$ cat config.mk
export PLATFORM = sky130hd
export DESIGN_NAME = bcr_control_reg
export DESIGN_NICKNAME = d
export VERILOG_FILES = /design/src/bcr_pkg.sv /design/src/bcr_control_reg.sv /design/src/bcr_self_clear_bit.sv
export VERILOG_INCLUDE_DIRS = /design/src
export SDC_FILE = /design/constraint.sdc
export NUM_CORES = 1
export LEC_CHECK = 0
export ABC_CLOCK_PERIOD_IN_PS = 1400
export BUFFER_PORTS_ARGS = -buffer_cell sky130_fd_sc_hd__buf_2
export CAP_MARGIN = 20
export CORE_ASPECT_RATIO = 0.75
export CORE_MARGIN = 2
export CORE_UTILIZATION = 48
export DETAILED_ROUTE_END_ITERATION = 10
export GPL_TIMING_DRIVEN = 0
export PLACE_DENSITY_LB_ADDON = 0.2
export SLEW_MARGIN = 0
export SYNTH_ARGS = -nofsm -noshare
export SYNTH_HDL_FRONTEND = slang
export SYNTH_SLANG_ARGS = --single-unit
$ cat constraint.sdc
create_clock -name i_ref_clk -period 1.4 [get_ports i_ref_clk]
set_input_delay 0.07 -clock i_ref_clk [delete_from_list [all_inputs] [get_ports i_ref_clk]]
set_output_delay 0.07 -clock i_ref_clk [all_outputs]
set_load 0.1 [all_outputs]
$ cat src/bcr_params.svh
// constants of the measurement and power control register
// assumes: included by the package and the design modules by bare name
`ifndef BCR_PARAMS_SVH
`define BCR_PARAMS_SVH

// ----------------------------------------------------------------
// register access
// ----------------------------------------------------------------
`define BCR_CMD_W          8
`define BCR_DATA_W         16
`define BCR_CTL_CMD        8'h00
`define BCR_CTL_W          11
`define BCR_CTL_RESET      11'h000
`define BCR_CTL_LIVE       11'h1ff
`define BCR_RD_IDLE        16'h0000

// ----------------------------------------------------------------
// field positions
// ----------------------------------------------------------------
`define BCR_BIT_START      0
`define BCR_BIT_GPI_BUF    1
`define BCR_BIT_STOP       2
`define BCR_BIT_CAP_SCALE  3
`define BCR_BIT_SHUNT_OFF  4
`define BCR_BIT_SWITCH_OFF 5
`define BCR_BIT_BOOST_OFF  6
`define BCR_BIT_CHG_OFF    7
`define BCR_BIT_ITST_ON    8

// ----------------------------------------------------------------
// capacitance scaling
// ----------------------------------------------------------------
`define BCR_CAP_FINE_MULT  7'h64
`define BCR_CAP_PROD_W     23
`define BCR_CAP_MAX        16'hffff

`endif

$ cat src/bcr_pkg.sv
// types of the measurement and power control register
// assumes: bcr_params.svh is on the include path
`include "bcr_params.svh"

package bcr_pkg;

    // ----------------------------------------------------------------
    // self-clearing request bit
    // ----------------------------------------------------------------
    typedef enum logic [0:0] {
        bcr_req_idle,
        bcr_req_asked
    } bcr_req_state_t;

    typedef struct packed {
        bcr_req_state_t st;
    } bcr_req_t;

    // ----------------------------------------------------------------
    // control register state
    // ----------------------------------------------------------------
    typedef struct packed {
        logic [`BCR_CTL_W-1:0]  ctl;
        logic [`BCR_DATA_W-1:0] rdata;
        logic                   rd_valid;
        logic                   gate_drive;
        logic                   backup;
        logic [`BCR_DATA_W-1:0] cap_value;
    } bcr_ctl_t;

endpackage : bcr_pkg

$ cat src/bcr_control_reg.sv
// measurement and power control register of the backup controller
// assumes: the management port front end decodes transfers on i_ref_clk and
// presents one-cycle read and write strobes; engine handshakes are same-clock
//
// Overview of operation
// - a read/write control register at command code 0, 11 bits wide, resets to all zero.
// - writing one to bit 0 requests a measurement and the bit clears once one has begun.
// - writing one to bit 2 stops a running measurement and the bit clears once it has stopped.
// - bit 1 set routes the general input through its buffer, clear measures it unbuffered.
// - bit 3 picks the capacitance scale, and the small scale reports 100 times finer.
// - while bit 4 is set the shunt overvoltage regulators stay inactive.
// - while bit 5 is set the inrush switch controller is off and its gate drive is held low.
// - while bit 5 is set the converter is forced into backup operation.
// - while bit 6 is set the boost backup converter stays disabled.
// - while bit 7 is set the step-down charger stays disabled.
// - while bit 8 is set the test discharge current is forced on, leaving the charger alone.
`timescale 1ns/10ps
`include "bcr_params.svh"

module bcr_control_reg (
    input  wire logic                   i_ref_clk,
    input  wire logic                   i_nrst,
    input  wire logic                   i_wr_en,
    input  wire logic                   i_rd_en,
    input  wire logic [`BCR_CMD_W-1:0]  i_cmd,
    input  wire logic [`BCR_DATA_W-1:0] i_wdata,
    output logic      [`BCR_DATA_W-1:0] o_rdata,
    output logic                        o_rd_valid,
    input  wire logic                   i_meas_begun,
    input  wire logic                   i_meas_stopped,
    output logic                        o_meas_start_req,
    output logic                        o_meas_stop_req,
    input  wire logic                   i_gate_req,
    input  wire logic                   i_backup_req,
    input  wire logic [`BCR_DATA_W-1:0] i_cap_raw,
    output logic      [`BCR_DATA_W-1:0] o_cap_value,
    output logic                        o_cap_small,
    output logic                        o_gpi_buf_en,
    output logic                        o_shunt_off,
    output logic                        o_switch_off,
    output logic                        o_gate_drive,
    output logic                        o_backup_mode,
    output logic                        o_boost_off,
    output logic                        o_charger_off,
    output logic                        o_itst_on
);

    // ----------------------------------------------------------------
    // functions
    // ----------------------------------------------------------------
    function automatic logic ctl_hit(input logic [`BCR_CMD_W-1:0] cmd);
        ctl_hit = (cmd == `BCR_CTL_CMD);
    endfunction : ctl_hit

    // saturates instead of wrapping, so a large stack on the fine scale reads full scale
    function automatic logic [`BCR_DATA_W-1:0] fine_scale(input logic [`BCR_DATA_W-1:0] raw);
        logic [`BCR_CAP_PROD_W-1:0] prod;
        prod = `BCR_CAP_PROD_W'(raw) * `BCR_CAP_PROD_W'(`BCR_CAP_FINE_MULT);
        if (prod > `BCR_CAP_PROD_W'(`BCR_CAP_MAX)) begin
            fine_scale = `BCR_CAP_MAX;
        end else begin
            fine_scale = prod[`BCR_DATA_W-1:0];
        end
    endfunction : fine_scale

    // ----------------------------------------------------------------
    // self-clearing request bits
    // ----------------------------------------------------------------
    logic wr_hit;
    logic set_start;
    logic set_stop;
    logic start_bit;
    logic stop_bit;

    assign wr_hit    = i_wr_en && ctl_hit(i_cmd);
    assign set_start = wr_hit && i_wdata[`BCR_BIT_START];
    assign set_stop  = wr_hit && i_wdata[`BCR_BIT_STOP];

    bcr_self_clear_bit u_start_bit (
        .i_ref_clk (i_ref_clk),
        .i_nrst    (i_nrst),
        .i_set     (set_start),
        .i_done    (i_meas_begun),
        .o_bit     (start_bit)
    );

    bcr_self_clear_bit u_stop_bit (
        .i_ref_clk (i_ref_clk),
        .i_nrst    (i_nrst),
        .i_set     (set_stop),
        .i_done    (i_meas_stopped),
        .o_bit     (stop_bit)
    );

    // ----------------------------------------------------------------
    // state
    // ----------------------------------------------------------------
    bcr_pkg::bcr_ctl_t st;
    bcr_pkg::bcr_ctl_t next_st;
    logic [`BCR_CTL_W-1:0] readback;

    always_comb begin
        next_st = st;
        // request bits live in their own flops, the rest here
        readback = st.ctl & `BCR_CTL_LIVE;
        readback[`BCR_BIT_START] = start_bit;
        readback[`BCR_BIT_STOP]  = stop_bit;
        if (wr_hit) begin
            next_st.ctl = i_wdata[`BCR_CTL_W-1:0] & `BCR_CTL_LIVE;
            next_st.ctl[`BCR_BIT_START] = 1'b0;
            next_st.ctl[`BCR_BIT_STOP]  = 1'b0;
        end
        next_st.rd_valid = i_rd_en;
        if (i_rd_en) begin
            next_st.rdata = `BCR_RD_IDLE;
            if (ctl_hit(i_cmd)) begin
                next_st.rdata[`BCR_CTL_W-1:0] = readback;
            end
        end
        // switch forced off wins over any request from the inrush controller
        next_st.gate_drive = i_gate_req && !next_st.ctl[`BCR_BIT_SWITCH_OFF];
        next_st.backup     = i_backup_req || next_st.ctl[`BCR_BIT_SWITCH_OFF];
        if (next_st.ctl[`BCR_BIT_CAP_SCALE]) begin
            next_st.cap_value = fine_scale(i_cap_raw);
        end else begin
            next_st.cap_value = i_cap_raw;
        end
    end

    always_ff @(posedge i_ref_clk or negedge i_nrst) begin
        if (!i_nrst) begin
            st.ctl        <= `BCR_CTL_RESET;
            st.rdata      <= `BCR_RD_IDLE;
            st.rd_valid   <= 1'b0;
            st.gate_drive <= 1'b0;
            st.backup     <= 1'b0;
            st.cap_value  <= `BCR_RD_IDLE;
        end else begin
            st <= next_st;
        end
    end

    // ----------------------------------------------------------------
    // outputs
    // ----------------------------------------------------------------
    assign o_rdata          = st.rdata;
    assign o_rd_valid       = st.rd_valid;
    assign o_meas_start_req = start_bit;
    assign o_meas_stop_req  = stop_bit;
    assign o_cap_value      = st.cap_value;
    assign o_cap_small      = st.ctl[`BCR_BIT_CAP_SCALE];
    assign o_gpi_buf_en     = st.ctl[`BCR_BIT_GPI_BUF];
    assign o_shunt_off      = st.ctl[`BCR_BIT_SHUNT_OFF];
    assign o_switch_off     = st.ctl[`BCR_BIT_SWITCH_OFF];
    assign o_gate_drive     = st.gate_drive;
    assign o_backup_mode    = st.backup;
    assign o_boost_off      = st.ctl[`BCR_BIT_BOOST_OFF];
    assign o_charger_off    = st.ctl[`BCR_BIT_CHG_OFF];
    assign o_itst_on        = st.ctl[`BCR_BIT_ITST_ON];

    // ----------------------------------------------------------------
    // assertions
    // ----------------------------------------------------------------
    a_write_lands: assert property (
        @(posedge i_ref_clk) disable iff (!i_nrst)
        wr_hit |=> (o_boost_off == $past(i_wdata[`BCR_BIT_BOOST_OFF]))
               && (o_charger_off == $past(i_wdata[`BCR_BIT_CHG_OFF]))
               && (o_itst_on == $past(i_wdata[`BCR_BIT_ITST_ON]))
    ) else $error("control write did not land");

    a_hold_no_write: assert property (
        @(posedge i_ref_clk) disable iff (!i_nrst)
        !wr_hit |=> $stable(st.ctl)
    ) else $error("control bits changed without a write");

    a_start_sets: assert property (
        @(posedge i_ref_clk) disable iff (!i_nrst)
        set_start |=> o_meas_start_req
    ) else $error("start request lost");

    a_start_clears: assert property (
        @(posedge i_ref_clk) disable iff (!i_nrst)
        o_meas_start_req && i_meas_begun && !set_start |=> !o_meas_start_req
    ) else $error("start bit did not clear on begin");

    a_start_holds: assert property (
        @(posedge i_ref_clk) disable iff (!i_nrst)
        o_meas_start_req && !i_meas_begun |=> o_meas_start_req
    ) else $error("start bit dropped early");

    a_stop_cycle: assert property (
        @(posedge i_ref_clk) disable iff (!i_nrst)
        set_stop ##1 (!i_meas_stopped && !set_stop) [*2] |=> o_meas_stop_req
    ) else $error("stop request dropped before stop");

    a_stop_clears: assert property (
        @(posedge i_ref_clk) disable iff (!i_nrst)
        o_meas_stop_req && i_meas_stopped && !set_stop |=> !o_meas_stop_req
    ) else $error("stop bit did not clear");

    a_gpi_buffer: assert property (
        @(posedge i_ref_clk) disable iff (!i_nrst)
        wr_hit |=> o_gpi_buf_en == $past(i_wdata[`BCR_BIT_GPI_BUF])
    ) else $error("buffer select wrong");

    a_cap_fine: assert property (
        @(posedge i_ref_clk) disable iff (!i_nrst)
        (next_st.ctl[`BCR_BIT_CAP_SCALE] && i_cap_raw < 16'h0100)
        |=> o_cap_value == $past(i_cap_raw) * 16'h0064
    ) else $error("fine capacitance scale wrong");

    a_shunt_off: assert property (
        @(posedge i_ref_clk) disable iff (!i_nrst)
        wr_hit && i_wdata[`BCR_BIT_SHUNT_OFF] |=> o_shunt_off
    ) else $error("shunt not disabled");

    a_gate_low: assert property (
        @(posedge i_ref_clk) disable iff (!i_nrst)
        o_switch_off |-> !o_gate_drive
    ) else $error("gate driven while switch off");

    a_backup_forced: assert property (
        @(posedge i_ref_clk) disable iff (!i_nrst)
        o_switch_off |-> o_backup_mode
    ) else $error("backup not forced");

    a_boost_off: assert property (
        @(posedge i_ref_clk) disable iff (!i_nrst)
        o_boost_off && !wr_hit |=> o_boost_off
    ) else $error("boost re-enabled without a write");

    a_charger_off: assert property (
        @(posedge i_ref_clk) disable iff (!i_nrst)
        wr_hit && i_wdata[`BCR_BIT_CHG_OFF] |=> o_charger_off
    ) else $error("charger not disabled");

    a_itst_alone: assert property (
        @(posedge i_ref_clk) disable iff (!i_nrst)
        wr_hit && i_wdata[`BCR_BIT_ITST_ON] && !i_wdata[`BCR_BIT_CHG_OFF]
        |=> o_itst_on && !o_charger_off
    ) else $error("test current touched the charger");

    a_spare_zero: assert property (
        @(posedge i_ref_clk) disable iff (!i_nrst)
        o_rd_valid |-> o_rdata[`BCR_DATA_W-1:`BCR_BIT_ITST_ON+1] == 7'h00
    ) else $error("spare bits read non-zero");

    a_read_valid: assert property (
        @(posedge i_ref_clk) disable iff (!i_nrst)
        i_rd_en |=> o_rd_valid
    ) else $error("read strobe not answered");

    a_valid_pulse: assert property (
        @(posedge i_ref_clk) disable iff (!i_nrst)
        !i_rd_en |=> !o_rd_valid
    ) else $error("read valid without a read");

    a_read_unmapped: assert property (
        @(posedge i_ref_clk) disable iff (!i_nrst)
        i_rd_en && !ctl_hit(i_cmd) |=> o_rdata == `BCR_RD_IDLE
    ) else $error("unmapped command read non-zero");

    a_read_low_bits: assert property (
        @(posedge i_ref_clk) disable iff (!i_nrst)
        i_rd_en && ctl_hit(i_cmd) |=> o_rdata[`BCR_BIT_STOP:`BCR_BIT_START]
            == $past({o_meas_stop_req, o_gpi_buf_en, o_meas_start_req})
    ) else $error("request bits read back wrong");

    a_read_levels: assert property (
        @(posedge i_ref_clk) disable iff (!i_nrst)
        i_rd_en && ctl_hit(i_cmd) |=> o_rdata[`BCR_BIT_ITST_ON:`BCR_BIT_CAP_SCALE]
            == $past({o_itst_on, o_charger_off, o_boost_off,
                      o_switch_off, o_shunt_off, o_cap_small})
    ) else $error("control levels read back wrong");

    a_stop_sets: assert property (
        @(posedge i_ref_clk) disable iff (!i_nrst)
        set_stop |=> o_meas_stop_req
    ) else $error("stop request lost");

    a_stop_holds: assert property (
        @(posedge i_ref_clk) disable iff (!i_nrst)
        o_meas_stop_req && !i_meas_stopped |=> o_meas_stop_req
    ) else $error("stop bit dropped early");

    a_levels_write: assert property (
        @(posedge i_ref_clk) disable iff (!i_nrst)
        wr_hit |=> (o_cap_small == $past(i_wdata[`BCR_BIT_CAP_SCALE]))
               && (o_shunt_off == $past(i_wdata[`BCR_BIT_SHUNT_OFF]))
               && (o_switch_off == $past(i_wdata[`BCR_BIT_SWITCH_OFF]))
    ) else $error("scale, shunt or switch write did not land");

    a_cap_coarse: assert property (
        @(posedge i_ref_clk) disable iff (!i_nrst)
        !next_st.ctl[`BCR_BIT_CAP_SCALE] |=> o_cap_value == $past(i_cap_raw)
    ) else $error("coarse capacitance scale wrong");

    a_cap_saturate: assert property (
        @(posedge i_ref_clk) disable iff (!i_nrst)
        next_st.ctl[`BCR_BIT_CAP_SCALE]
        && (32'(i_cap_raw) * 32'(`BCR_CAP_FINE_MULT) > 32'(`BCR_CAP_MAX))
        |=> o_cap_value == `BCR_CAP_MAX
    ) else $error("fine capacitance did not saturate");

    a_gate_follows: assert property (
        @(posedge i_ref_clk) disable iff (!i_nrst)
        !next_st.ctl[`BCR_BIT_SWITCH_OFF] |=> o_gate_drive == $past(i_gate_req)
    ) else $error("gate drive ignores its request");

    a_backup_follows: assert property (
        @(posedge i_ref_clk) disable iff (!i_nrst)
        !next_st.ctl[`BCR_BIT_SWITCH_OFF] |=> o_backup_mode == $past(i_backup_req)
    ) else $error("backup mode ignores its request");

endmodule : bcr_control_reg

$ cat src/bcr_self_clear_bit.sv
// one request bit that software sets and the engine clears
// assumes: i_set and i_done come from logic on i_ref_clk
`timescale 1ns/10ps
`include "bcr_params.svh"

module bcr_self_clear_bit (
    input  wire logic i_ref_clk,
    input  wire logic i_nrst,
    input  wire logic i_set,
    input  wire logic i_done,
    output logic      o_bit
);

    bcr_pkg::bcr_req_t st;
    bcr_pkg::bcr_req_t next_st;

    // ----------------------------------------------------------------
    // next state
    // ----------------------------------------------------------------
    // a set in the same cycle as done wins, so a fresh request is never lost
    always_comb begin
        next_st = st;
        case (st.st)
            bcr_pkg::bcr_req_idle: begin
                if (i_set) begin
                    next_st.st = bcr_pkg::bcr_req_asked;
                end
            end
            bcr_pkg::bcr_req_asked: begin
                if (!i_set && i_done) begin
                    next_st.st = bcr_pkg::bcr_req_idle;
                end
            end
            default: begin
                next_st.st = bcr_pkg::bcr_req_idle;
            end
        endcase
    end

    always_ff @(posedge i_ref_clk or negedge i_nrst) begin
        if (!i_nrst) begin
            st.st <= bcr_pkg::bcr_req_idle;
        end else begin
            st <= next_st;
        end
    end

    assign o_bit = (st.st == bcr_pkg::bcr_req_asked);

endmodule : bcr_self_clear_bit

### Word level (Yosys, flattened, before mapping)

Cells that the tools add are included.

* multiply operators: 1
* order comparisons: 1
* muxes and demuxes: 10
* bitwise logic cells: 2
* reduce and logical (&&, ||, !) cells: 11

Operator list (count)
* two-way mux 16 bit: 2
* > comparator 23 x 16 -> 1 bit, second input constant: 1
* multiplier 16 x 5 -> 21 bit, second input constant: 1
* two-way mux 9 bit: 1
* zero test 8 bit: 1
* logical AND 1 bit: 6
* two-way mux 6 bit: 1
* two-way mux 1 bit: 4
* one-hot mux 1 bit (2 select lines): 2
* zero test 1 bit: 3
* inverter 1 bit: 2
* logical OR 1 bit: 1

* register bits after elaboration: 39
* bits of input ports: 48
* output and inout port bits: 44
* word-level logic and storage cells: 34

### Longest topological paths before layout

* word-level depth: 7
* mapped depth: 15

### By module

Synthesis repeated with hierarchy kept, for this count alone.

* cell total of the unflattened synthesis: 330
* area total of the unflattened synthesis: 3176.8 µm²

Modules (own cells, without submodules)
* bcr_control_reg: times used 1, cells an instance 324, area an instance 3104.2 µm², sequential area each 875.8 µm²
* bcr_self_clear_bit: times used 2, cells an instance 3, area an instance 36.3 µm², sequential area each 25.0 µm²

### Least setup slack after synthesis

No wires, ideal clock.

* path kind: input port to flip-flop
* start point: in i_cap_raw[5]
* end point: reg st (netlist bit o_cap_value[14])
* setup time: 140 ps
* data arrival time: 3042 ps
* required time: 1260 ps
* slack: -1782 ps
* stages: 14
* path buffers: 1
* cell sequence: ha_1 ha_1 inv_1 fa_1 inv_1 ha_1 o211ai_1 a21oi_2 o21ai_2 o31a_1 mux2i_1 nor4_4 buf_6 a41oi_2

RTL lines
* start, declared: RTL line bcr_control_reg.sv:35 `` input wire logic [`BCR_DATA_W-1:0] i_cap_raw, ``
* end signal, assigned: RTL line bcr_control_reg.sv:139 `st <= next_st;`
* end, declared: RTL line bcr_control_reg.sv:98 `bcr_pkg::bcr_ctl_t st;`

==> impl_results.md <==
- Root Driver: clkbuf_8
- CP max FO: 5
- Kind of critical path: input port to flop
- Number of flops mapped to enable cells by yosys: 0
- CTS H-tree depth: 2
- Initial Util: 50.3%
- Worst path arrival time: 3.14 ns
- Remaining Overflow, GRT: 0
- PD cells: 1070 nW/um^2
- CTS Buf Count: 5
- Synth Cell Area: 3210 sq um
- Ant. Diodes: 0
- Min setup slack post-route: -1.59 ns
- Starting DRT DRC Count: 113
- Clk_skew: 0.00658 ns
- Final wirelength: 7870 microns
- Worst Hold Class: input port to flop
- Reg area: 928 sq um
- Die width: 98.4 microns
- Synth Area in Simple Gates: 9.67%
- Top_reg_cell synth: dfrtp_1
- Status: finished with violations
- Async S/R FF share, synth: 100%
- Skew-Pair Late Insertion Delay: 0.29 ns
- Max reg flops: 16
- Core Area: 6380 sq um
- Area share of xor/xnor cells in the synthesized design: 3.55%
- Mux share of post-synthesis cell area: 2.85%
- Post-DRT Antenna Nets: 0
- Final Hold Viols: 0
- Clock-pin slew on the worst setup and hold paths: 0.07 ns
- Pleak: 2.17 nW
- Startpoint types: input port
- Share of layout cells above drive strength 1: 43.3%
- Failing checks: negative setup slack
- DR pass1 iterations: 4
- Number of port buffers: 77
- CTS tree: yes
- DR vias: 2750
- Pin count of the biggest net entering global routing: 38
- Max IR drop VDD: 499 uV
- Final HPWL DP: 6160 microns
- Remaining DRCs: 0
- # rows: 25
- Cell variety after synth: 49
- Largest family of logic cells by synthesized area: adder cells
- Synth Area in Compound Gates: 18.0%
- Sequential-to-total area share from yosys stat: 28.8%
- Initial antenna violation count: 0
- Placer's final routability congestion estimate: 0.871
- Max-cap violation count: 0
- RSZ-0062 raised after global routing: yes
- Slew margin rel.: 47.7%
- First-pass GRT wire length: 12400 microns
- Tcrit/Tclk final: 213%
- Nets: 549
- CTS max path bufs: 2
- Number of global-route vias before repair: 2553
- DIE HEIGHT: 74.8 microns
- Pins Over Slew Limit: 0
- Post-synthesis register bit count: 37
- Min Tclk post-route: 2.99 ns
- Vias/cell: 5.29
- Area growth syn-to-layout: 39.6%
- Clock Sink Count: 37
- Ports: 92
- CP Capture Type: flop
- Final setup fails: 16
- Multi-input gate area: 2400 sq um
- Actual slew at the worst max-slew pin: 0.784 ns
- Total power: 4.80 mW
- Cells after Synth: 327
- Syn Area/Cell: 9.81 sq um
- Post-synthesis adder-cell area fraction: 27.1%
- Global Route Usage Sum: 21.5%
- Required time at the worst-slack endpoint: 1.55 ns
- Drt wl/cell: 15.1 microns
- Max Freq: 335 MHz
- Fill count: 486
- Hold Worst Slack: 0.0133 ns
- Synth Warn #: 0
- Die area: 7360 sq um
[cells in the mapped netlist (3+ instances only)]
cell | instances | share of area [%]
a21o_1 | 4 | 0.94
a21oi_1 | 13 | 2.0
a41oi_1 | 6 | 1.6
a41oi_2 | 9 | 4.6
buf_2 | 3 | 0.47
buf_4 | 7 | 1.6
dfrtp_1 | 37 | 29
fa_1 | 11 | 6.9
ha_1 | 52 | 20
inv_1 | 60 | 7.0
mux2_2 | 5 | 1.8
nand2_1 | 22 | 2.6
nand2b_1 | 4 | 0.78
nor2_1 | 25 | 2.9
o211ai_1 | 4 | 0.94
o22ai_1 | 11 | 2.1
xor2_1 | 12 | 3.3
[area by class of cell]
type | count | area share [%]
inverter | 60 | 5.03
buffer | 14 | 2.32
clock inverter | 3 | 0.503
clock buffer | 5 | 1.54
sequential | 37 | 20.7
tap | 81 | 2.26
multi-input combinational | 222 | 53.7
timing repair buffer | 98 | 13.9
[through the flow]
stage	instances	util [%]	setup TNS [ns]	setup slack [ns]	instance area, sq um
floorplan	333	-	-23.85	-1.54	3500
global placement	491	62.5	-31.67	-2.03	3990
detailed placement	491	62.5	-33.78	-2.15	3990
CTS	515	67.6	-24.50	-1.57	4320
global route	520	70.2	-26.62	-1.70	4480
finish	520	70.2	-24.64	-1.59	4480
[path summary, 6_finish.rpt]
path	startpoint	end	slack, ns	cells after the start
min in group asynchronous	i_nrst	u_stop_bit.o_bit$_DFF_PN0_	0.39	2
max in group asynchronous	i_nrst	o_switch_off$_DFF_PN0_	0.46	2
worst max-delay path	i_cap_raw[8]	o_cap_value[14]$_DFF_PN0_	-1.59	12
worst min-delay path	i_wdata[1]	o_gpi_buf_en$_DFFE_PN0P_	0.01	2
worst min register to register	o_rdata[2]$_DFFE_PN0P_	o_rdata[2]$_DFFE_PN0P_	0.52	2
worst max register to register	o_cap_small$_DFF_PN0_	o_cap_value[14]$_DFF_PN0_	-0.28	6
[power breakdown]
part / switching (mW) / internal (mW) / leakage, nW
Clock: 0.393 / 0.353 / 0.0481
Sequential: 0.0145 / 1.11 / 0.468
Combinational: 1.77 / 1.16 / 1.65
[placed cells by master (no fill, tap or decap), drive strengths merged, types with 3 or more instances in the layout]
master and count:
clkbuf 8, o211ai 6, dfrtp 37, nand2 22, nand3 3, dlygate4sd3 9
a21oi 15, conb 7, xor2 12, o22ai 12, fa 11, inv 60
a21o 4, mux2 6, nor4 3, nor2 25, ha 52, buf 100
o21ai 5, a31oi 3, clkinv 3, a41oi 15, nand2b 4
[repair_timing]
| action | in CTS | in global routing |
|---|---|---|
| setup buffers | 8 | 2 |
| pin swaps | 17 | 35 |
| hold endpoints to repair | 43 | 1 |
| gates cloned | 0 | 2 |
| hold buffers | 8 | 1 |
| gates resized for setup | 18 | 29 |
| endpoints found under the setup margin | 16 | 18 |
[cells by family after synthesis]
group	after synthesis
AOI/OAI and AO/OA	68
adders and majority gates	63
other	1
DFF	37
and+or+nand+nor	63
xor gates and xnor gates	13
buffers and inverters	74
muxes	8
[worst max-delay path, stage by stage]
cell and delay, ns:
buf_2 0.15, ha_1 0.30, ha_1 0.32, fa_1 0.51, ha_4 0.33, and3_4 0.22, nand2_1 0.06, o31a_1 0.32
mux2i_2 0.17, nor4_4 0.34, buf_4 0.22, a41oi_2 0.12
[per-layer routing]
layer | wire, microns | global-route usage, %
met5 | 0 | 0
met4 | 59 | 4.87
met3 | 407 | 3.53
met2 | 3570 | 32.7
met1 | 3830 | 32.4
Note: power is estimated with default switching activity, not from simulation.
